===== src/tcm_pkg.sv =====
// tcm_pkg: constants and types for the timer channel mode control block
package tcm_pkg;

  // ***********************************************************
  // register map (indices; byte address is four times index)
  // ***********************************************************
  localparam logic [19:0] TCM_MODE_IDX0   = 20'hf0190; // channel 0 mode
  localparam logic [19:0] TCM_MODE_IDX7   = 20'hf019e; // channel 7 mode
  localparam logic [19:0] TCM_CHAN_STRIDE = 20'h00002; // two-word step
  localparam logic [19:0] TCM_CTRL_IDX0   = 20'hf01c0; // start/stop
  localparam logic [19:0] TCM_STAT_IDX0   = 20'hf01d0; // channel state
  localparam int          TCM_ADDR_W      = 24;

  // ***********************************************************
  // mode register layout and reset
  // ***********************************************************
  typedef struct packed {
    logic [1:0] clock_select_field;  // 15:14
    logic       zero13;              // 13
    logic       count_clock_source;  // 12
    logic       chan_bit11;          // 11, master or split select
    logic [2:0] trigger_source;      // 10:8
    logic [1:0] edge_select;         // 7:6
    logic [1:0] zero5_4;             // 5:4
    logic [2:0] op_mode;             // 3:1
    logic       start_behaviour_bit; // 0
  } tcm_mode_t;

  localparam logic [15:0] TCM_MODE_RST  = 16'h0000;
  localparam logic [15:0] TCM_MODE_WMSK = 16'hdfcf; // 13, 5, 4 read zero
  localparam logic [15:0] TCM_BIT11_MSK = 16'h0800;
  // channels 1,2,3,4,6 carry a master or split bit
  localparam logic [7:0]  TCM_BIT11_CH  = 8'h5e;

  // ***********************************************************
  // field encodings
  // ***********************************************************
  localparam logic [1:0] TCM_EDGE_FALL = 2'h0;
  localparam logic [1:0] TCM_EDGE_RISE = 2'h1;
  localparam logic [1:0] TCM_EDGE_LOW  = 2'h2; // start fall, capture rise
  localparam logic [1:0] TCM_EDGE_HIGH = 2'h3; // start rise, capture fall

  localparam logic [2:0] TCM_TRIG_SW   = 3'h0;
  localparam logic [2:0] TCM_TRIG_EDGE = 3'h1;
  localparam logic [2:0] TCM_TRIG_BOTH = 3'h2;

  localparam logic [2:0] TCM_MD_INTERVAL = 3'h0;
  localparam logic [2:0] TCM_MD_CAPTURE  = 3'h2;
  localparam logic [2:0] TCM_MD_EVENT    = 3'h3;
  localparam logic [2:0] TCM_MD_ONECOUNT = 3'h4;
  localparam logic [2:0] TCM_MD_CAPONE   = 3'h6;

  // control register bits (write one to act)
  localparam int TCM_CTRL_START = 0;
  localparam int TCM_CTRL_STOP  = 1;

  // status register bit positions
  localparam int TCM_ST_COUNT = 0;
  localparam int TCM_ST_UP    = 1;
  localparam int TCM_ST_LEGAL = 2;
  localparam int TCM_ST_PIN   = 3;

  // ***********************************************************
  // trigger outputs travel together
  // ***********************************************************
  typedef struct packed {
    logic reload;   // counter reinitialise and (re)start
    logic capture;  // capture the count
    logic irq;      // channel interrupt pulse
    logic toggle;   // channel output change
  } tcm_trig_t;

  localparam tcm_trig_t TCM_TRIG_IDLE = '{default: 1'b0};

endpackage : tcm_pkg


===== src/tcm_channel.sv =====
// tcm_channel: mode register, trigger decode and start control of one channel
//
// The implementer's own choice: the APB register port.

// Operation
// RQ1 - code 00 falling, 01 rising edge
// RQ2 - code 10: start falling, capture rising
// RQ3 - code 11: start rising, capture falling
// RQ4 - software uses 10 for both edges
// RQ5 - bit 11 reads zero where absent
// RQ6 - mode 000 interval timer, counts down
// RQ7 - mode 010 capture, counts up
// RQ8 - mode 011 event counter, counts down
// RQ9 - mode 100 one-count, counts down
// RQ10 - mode 110 capture one-count, counts up
// RQ11 - software avoids prohibited mode codes
// RQ12 - low bit 0: no start interrupt
// RQ13 - interval/capture low bit 1: start interrupt
// RQ14 - one-count bit 0: ignore retrigger
// RQ15 - one-count bit 1: accept retrigger, interrupt
// RQ16 - software restart reinitialises, no interrupt
// RQ17 - one-count start drives no interrupt
// RQ18 - capture one-count: no start irq, no retrigger
// RQ19 - sixteen-bit register, resets to zero
// RQ20 - fixed field layout, reserved bits zero
// RQ21 - trigger 010 uses both edges
// RQ22 - input synchronised, single-cycle edge pulses
module tcm_channel #(
  parameter int CHAN = 0
) (
  // apb slave
  input  wire logic                           pclk,
  input  wire logic                           presetn,
  input  wire logic                           psel,
  input  wire logic                           penable,
  input  wire logic                           pwrite,
  input  wire logic [tcm_pkg::TCM_ADDR_W-1:0] paddr,
  input  wire logic [31:0]                    pwdata,
  output logic      [31:0]                    prdata,
  output logic                                pready,
  output logic                                pslverr,
  // pin and neighbour inputs
  input  wire logic                           channel_input_pin,
  input  wire logic                           master_irq,
  input  wire logic                           count_done,
  // triggers to the counter datapath
  output tcm_pkg::tcm_trig_t                  trig,
  output logic                                count_up,
  output logic                                counting
);
  import tcm_pkg::*;

  // ***********************************************************
  // address decode
  // ***********************************************************
  localparam logic [19:0] CH_OFF   = 20'(CHAN) * TCM_CHAN_STRIDE;
  localparam logic [19:0] MODE_IDX = TCM_MODE_IDX0 + CH_OFF;
  localparam logic [19:0] CTRL_IDX = TCM_CTRL_IDX0 + CH_OFF;
  localparam logic [19:0] STAT_IDX = TCM_STAT_IDX0 + CH_OFF;
  localparam logic [TCM_ADDR_W-1:0] MODE_ADDR =
    TCM_ADDR_W'({MODE_IDX, 2'b00});
  localparam logic [TCM_ADDR_W-1:0] CTRL_ADDR =
    TCM_ADDR_W'({CTRL_IDX, 2'b00});
  localparam logic [TCM_ADDR_W-1:0] STAT_ADDR =
    TCM_ADDR_W'({STAT_IDX, 2'b00});
  // bit 11 only writable on channels owning a master/split bit
  localparam logic [15:0] WMSK = TCM_BIT11_CH[CHAN] ? TCM_MODE_WMSK
                                 : (TCM_MODE_WMSK & ~TCM_BIT11_MSK);

  logic        sel_mode;
  logic        sel_ctrl;
  logic        sel_stat;
  logic        mapped;
  logic        access;
  logic        wr_fire;
  logic [31:0] rd_val;
  logic        pready_r;
  logic        pslverr_r;
  logic [31:0] prdata_r;
  logic [15:0] mode_raw_r;
  tcm_mode_t   mode;

  assign sel_mode = (paddr == MODE_ADDR);
  assign sel_ctrl = (paddr == CTRL_ADDR);
  assign sel_stat = (paddr == STAT_ADDR);
  assign mapped   = sel_mode | sel_ctrl | sel_stat;
  assign access   = psel & penable;
  // write lands at the edge where the master sees pready high
  assign wr_fire  = access & pready_r & pwrite;
  assign mode     = tcm_mode_t'(mode_raw_r);

  // ***********************************************************
  // synchroniser and edge detect
  // ***********************************************************
  logic pin_meta_r;
  logic pin_sync_r;
  logic pin_prev_r;
  logic rise;
  logic fall;

  // first stage read only by the second
  always_ff @(posedge pclk or negedge presetn) begin
    if (!presetn) begin
      pin_meta_r <= 1'b0;
      pin_sync_r <= 1'b0;
      pin_prev_r <= 1'b0;
    end else begin
      pin_meta_r <= channel_input_pin; // see RQ22
      pin_sync_r <= pin_meta_r;
      pin_prev_r <= pin_sync_r;
    end
  end

  assign rise = pin_sync_r & ~pin_prev_r; // see RQ22
  assign fall = ~pin_sync_r & pin_prev_r; // see RQ22

  // ***********************************************************
  // edge and trigger source selection
  // ***********************************************************
  logic edge_start;
  logic edge_cap;
  logic ext_start;
  logic ext_cap;

  // pick the valid edge for start and capture
  always_comb begin
    edge_start = 1'b0;
    edge_cap   = 1'b0;
    case (mode.edge_select)
      TCM_EDGE_FALL: begin
        edge_start = fall; // see RQ1
        edge_cap   = fall;
      end
      TCM_EDGE_RISE: begin
        edge_start = rise; // see RQ1
        edge_cap   = rise;
      end
      TCM_EDGE_LOW: begin
        edge_start = fall; // see RQ2
        edge_cap   = rise;
      end
      TCM_EDGE_HIGH: begin
        edge_start = rise; // see RQ3
        edge_cap   = fall;
      end
      default: begin
        edge_start = 1'b0;
        edge_cap   = 1'b0;
      end
    endcase
  end

  // source field picks software only, pin, both edges or master
  always_comb begin
    ext_start = 1'b0;
    ext_cap   = 1'b0;
    if (mode.trigger_source[2]) begin
      ext_start = master_irq;
    end else begin
      case (mode.trigger_source)
        TCM_TRIG_SW: begin
          ext_start = 1'b0;
          ext_cap   = 1'b0;
        end
        TCM_TRIG_EDGE: begin
          ext_start = edge_start;
          ext_cap   = edge_cap;
        end
        TCM_TRIG_BOTH: begin
          ext_start = rise | fall; // see RQ21
          ext_cap   = rise | fall; // see RQ21
        end
        default: begin
          ext_start = 1'b0;
          ext_cap   = 1'b0;
        end
      endcase
    end
  end

  // ***********************************************************
  // mode decode
  // ***********************************************************
  logic legal;
  logic up_nxt;
  logic one_shot;   // counting ends on its own
  logic cap_mode;
  logic start_irq;  // interrupt and output change at count start
  logic retrig_ok;  // start accepted while counting

  always_comb begin
    legal     = 1'b1;
    up_nxt    = 1'b0;
    one_shot  = 1'b0;
    cap_mode  = 1'b0;
    start_irq = 1'b0;
    retrig_ok = 1'b0;
    case (mode.op_mode)
      TCM_MD_INTERVAL: begin
        start_irq = mode.start_behaviour_bit; // see RQ6, RQ12, RQ13
      end
      TCM_MD_CAPTURE: begin
        up_nxt    = 1'b1; // see RQ7
        cap_mode  = 1'b1;
        start_irq = mode.start_behaviour_bit; // see RQ12, RQ13
      end
      TCM_MD_EVENT: begin
        start_irq = 1'b0; // see RQ8, RQ12
      end
      TCM_MD_ONECOUNT: begin
        one_shot  = 1'b1; // see RQ9, RQ17
        retrig_ok = mode.start_behaviour_bit; // see RQ14, RQ15
      end
      TCM_MD_CAPONE: begin
        up_nxt    = 1'b1; // see RQ10
        one_shot  = 1'b1;
        cap_mode  = 1'b1;
        legal     = ~mode.start_behaviour_bit; // see RQ18
      end
      default: begin
        legal = 1'b0; // prohibited codes do nothing
      end
    endcase
  end

  // ***********************************************************
  // start control
  // ***********************************************************
  logic      sw_start;
  logic      sw_stop;
  logic      counting_r;
  logic      count_up_r;
  tcm_trig_t trig_r;
  tcm_trig_t trig_nxt;
  logic      counting_nxt;

  assign sw_start = wr_fire & sel_ctrl & pwdata[TCM_CTRL_START];
  assign sw_stop  = wr_fire & sel_ctrl & pwdata[TCM_CTRL_STOP];

  // a software restart always reloads; the pin only where allowed
  always_comb begin
    trig_nxt     = TCM_TRIG_IDLE;
    counting_nxt = counting_r;
    if (!legal) begin
      counting_nxt = 1'b0;
    end else if (!counting_r) begin
      if (sw_start || ext_start) begin
        trig_nxt.reload = 1'b1;
        trig_nxt.irq    = start_irq; // see RQ12, RQ13, RQ17, RQ18
        trig_nxt.toggle = start_irq; // see RQ12, RQ13, RQ17
        counting_nxt    = 1'b1;
      end
    end else begin
      if (sw_start) begin
        trig_nxt.reload = 1'b1; // see RQ16
      end else if (ext_start && retrig_ok) begin
        trig_nxt.reload = 1'b1; // see RQ15
        trig_nxt.irq    = 1'b1; // see RQ15
      end else if (ext_cap && cap_mode) begin
        trig_nxt.capture = 1'b1;
        if (one_shot) begin
          counting_nxt = 1'b0; // width measured, wait next start
        end
      end else if (count_done && one_shot) begin
        counting_nxt = 1'b0; // see RQ14, RQ18
      end
    end
    if (sw_stop) begin
      counting_nxt   = 1'b0;
      trig_nxt       = TCM_TRIG_IDLE;
    end
  end

  // counting state and trigger pulses
  always_ff @(posedge pclk or negedge presetn) begin
    if (!presetn) begin
      counting_r <= 1'b0;
      trig_r     <= TCM_TRIG_IDLE;
      count_up_r <= 1'b0;
    end else begin
      counting_r <= counting_nxt;
      trig_r     <= trig_nxt;
      count_up_r <= up_nxt; // see RQ6, RQ7, RQ8, RQ9, RQ10
    end
  end

  // ***********************************************************
  // register file and apb answer
  // ***********************************************************
  // mode register; reserved and absent bits never store
  always_ff @(posedge pclk or negedge presetn) begin
    if (!presetn) begin
      mode_raw_r <= TCM_MODE_RST; // see RQ19
    end else if (wr_fire && sel_mode) begin
      mode_raw_r <= pwdata[15:0] & WMSK; // see RQ5, RQ20
    end
  end

  // read mux, upper half reads zero
  always_comb begin
    rd_val = 32'h0000_0000;
    if (sel_mode) begin
      rd_val[15:0] = mode_raw_r;
    end else if (sel_stat) begin
      rd_val[TCM_ST_COUNT] = counting_r;
      rd_val[TCM_ST_UP]    = count_up_r;
      rd_val[TCM_ST_LEGAL] = legal;
      rd_val[TCM_ST_PIN]   = pin_sync_r;
    end
  end

  // one wait state so every output is registered
  always_ff @(posedge pclk or negedge presetn) begin
    if (!presetn) begin
      pready_r  <= 1'b0;
      pslverr_r <= 1'b0;
      prdata_r  <= 32'h0000_0000;
    end else begin
      pready_r  <= access & ~pready_r;
      pslverr_r <= access & ~pready_r & ~mapped;
      if (access && !pready_r && !pwrite) begin
        prdata_r <= rd_val;
      end
    end
  end

  assign prdata   = prdata_r;
  assign pready   = pready_r;
  assign pslverr  = pslverr_r;
  assign trig     = trig_r;
  assign count_up = count_up_r;
  assign counting = counting_r;

endmodule // tcm_channel


===== config.mk =====
export PLATFORM = sky130hd
export DESIGN_NAME = tcm_channel
export DESIGN_NICKNAME = d
export VERILOG_FILES = /design/src/tcm_pkg.sv /design/src/tcm_channel.sv
export SDC_FILE = /design/constraint.sdc
export NUM_CORES = 1
export LEC_CHECK = 0
export BUFFER_PORTS_ARGS = -buffer_cell sky130_fd_sc_hd__buf_2
export CAP_MARGIN = 15
export CORE_ASPECT_RATIO = 0.9
export CORE_UTILIZATION = 46
export CTS_BUF_LIST = sky130_fd_sc_hd__clkbuf_2 sky130_fd_sc_hd__clkbuf_4 sky130_fd_sc_hd__clkbuf_8
export CTS_CLUSTER_DIAMETER = 30
export DETAILED_ROUTE_END_ITERATION = 8
export GPL_ROUTABILITY_DRIVEN = 0
export PLACE_DENSITY = 0.83
export SYNTH_ARGS = -nofsm -noshare
export SYNTH_HDL_FRONTEND = slang
export SYNTH_SLANG_ARGS = --single-unit

===== constraint.sdc =====
create_clock -name pclk -period 1.75 [get_ports pclk]
set_input_delay 0.35 -clock pclk [delete_from_list [all_inputs] [get_ports pclk]]
set_output_delay 0.35 -clock pclk [all_outputs]
set_load 0.05 [all_outputs]

==> impl_metrics.toml <==
[outcome]
status = "finished, violations left"
violations = "setup timing"

[timing]
finalHoldViolations = 0
slew_violations = 0
finalWorstSetupSlack_ps = -424.9
tns_ps = -7617
grt_setup_unrepaired = "yes"
setup_violations = 29
period_share_pct = 124.3
tightestPinTransition_ps = 649.3
min_period_ps = 2175
worst_clock_skew_ps = 11.04
relSlewSlack_pct = 56.34
max_freq_mhz = 459.8

[clock_network]
cts_sinks = 35
worstSkewPairLatency_ps = 290
cts.path.max_buffers = 2
tritoncts = "yes"
numCtsBuffers = 5
hold_buffers = 0
cts_htree_levels = 2
clockRootBuffer = "clkbuf_8"
clkTransAtPathRegs_ps = 70

[floorplanning]
fp.dieW_um = 68.84
rows = 21
initial_utilization_pct = 48.88
core_region_area_mm2 = 0.003784
io_pins = 104
die_y_um = 62.15
dieArea_mm2 = 0.004278

[logic_synthesis]
synth-edff-count = 0
synth-compound-area-share_pct = 9.878
synthArstFlopShare_pct = 100.0
yosys.area_share.simple_pct = 15.70
seq_area_frac_synth_pct = 47.36
avgSynthCellArea_um2 = 11.85
yosysWarningCount = 0
ys_types = 43
synth_xor_area_share_pct = 0
ys.flop_type = "dfrtp_1"
synthesis.instances = 156
synth_top_family_by_area = "simple AND/OR/NAND/NOR gates"
ys_ff_latch = 35
synth_fa_ha_area_share_pct = 2.706
muxShareOfSynthArea_pct = 13.13
syn_area_mm2 = 0.001849

[cells_and_area]
stdcell_area_mm2 = 0.002446
final_cell_mix = "62 x buf_2, 35 x dfrtp_1, 20 x conb_1"
final_cells = 285
area_delta_synth_final_pct = 32.27
final_net_count = 306
num_antenna_cells = 0
drive_gt1_share_pct = 47.28
final_common_cell = "buf_2"

[detailed_routing]
drc = 0
firstDrtPassIters = 4
vias = 1501
initialDrtViolationCount = 111
totalWireLength_um = 4484
detail_route.wl_per_cell_um = 15.73
routed_via_density = 5.267
postRouteAntennaNets = 0

[worst_setup_path]
arrival_ps = 2350
crit_type = "in2reg"
r2r_setup_slack_ps = -120
critPathMaxFanout = 5
end_kind = "flop"
worst_r2r_endpoint = "trig[2]"
cp-start-kind = "primary input"
regToRegStartpoint = "mode[6]"
rr_worst_depth = 5
required_ps = 1930
startpoint = "paddr[23]"

[hold_path]
hp-class = "in2async"

[place]
io_buffers = 63
hpwlAfterDp_um = 3011
dpl_cell_area_mm2 = 0.002228
dp_cells = 272
pre_cts_ws_ps = -716.1

[grt]
grt_overflow = 0
first_global_vias = 1484
grt_pass1_wl_um = 6844
grt_max_degree = 36
antenna_found_initial = 0
grtUsageTotal_pct = 21.84

[pwr]
power.leakage_nw = 1.305
p_per_area_mw_per_mm2 = 692.6
finalPower_mw = 1.694
ir_drop_v = 0.0004589

[job]
maxCapViolCount = 0
[cell type report]
| cell class | instances | area, um^2 |
|---|---|---|
| tap | 46 | 57.56 |
| fill | 304 | 1338 |
| timing repair buffer | 80 | 485.5 |
| inverter | 4 | 15.01 |
| multi-input combinational | 112 | 908.4 |
| clock inverter | 1 | 7.507 |
| clock buffer | 7 | 96.34 |
| sequential | 35 | 875.8 |
[kinds of logic after synthesis]
group / after synthesis
AOI/OAI and AO/OA: 25
DFF: 35
other: 1
adders and majority gates: 4
muxes: 19
and+or+nand+nor: 44
buffers and inverters: 28
[per-layer routing]
metal	wire length (um)	share of wire [%]	global-route usage, %
met2	2160	48	33.09
met3	259	5.8	4.779
met5	0	0	0
met1	1824	41	27.82
met4	239	5.3	13.27
[worst max-delay path, cell delays in order]
cell,delay [ps]
buf_6,90
or4_1,520
or4_4,520
nor2_4,100
and4bb_4,320
buf_12,140
mux2_4,290
[how the worst max path moves through the flow]
| stage | to | slack [ps] | depth (start not counted) |
|---|---|---|---|
| 6_report | mode[2] | -420 | 7 |
| 5_1_grt | mode[15] | -460 | 7 |
| 4_1_cts | mode[2] | -360 | 7 |
| 3_5_place_dp | mode[2] | -720 | 7 |
| 3_3_place_gp | mode[2] | -670 | 7 |
| 2_1_floorplan | mode[10] | -550 | 6 |
[metrics by stage]
stage / util (%) / hold slack (ps)
after global routing: 64.65 / 119.8
after floorplan: - / 54.41
after global placement: 58.90 / 332.6
after detailed placement: 58.90 / 337.2
after CTS: 64.15 / 88.54
final: 64.65 / 77.58
[synth_stat cells (2+ instances only)]
library cell / number / area [um^2]
a21oi_1: 4 / 20.02
a22o_1: 8 / 70.07
buf_4: 20 / 150.1
clkbuf_1: 2 / 7.510
dfrtp_1: 35 / 875.8
ha_1: 4 / 50.05
inv_1: 4 / 15.01
mux2_2: 2 / 22.52
mux2_4: 10 / 150.1
mux2i_1: 7 / 70.07
nand2_1: 8 / 30.03
nand2b_1: 3 / 18.77
nand4_1: 3 / 18.77
nor2_1: 6 / 22.52
nor3b_1: 2 / 15.01
nor4_1: 4 / 25.02
o21ai_0: 6 / 30.03
o21bai_1: 2 / 15.01
or3_1: 2 / 12.51
[what timing repair did]
item / CTS / global route
cloned: 0 / 0
endpoints found under the setup margin: 21 / 29
pin swaps: 6 / 5
setup buffers: 7 / 3
gates resized for setup: 9 / 9
endpoints found under the hold margin: 0 / 0
[report_power, final]
group | total, mW | switching, mW | internal (mW)
Sequential | 0.817 | 0.00284 | 0.814
Clock | 0.653 | 0.295 | 0.358
Combinational | 0.224 | 0.166 | 0.0583
(Power assumes the default switching activity.)
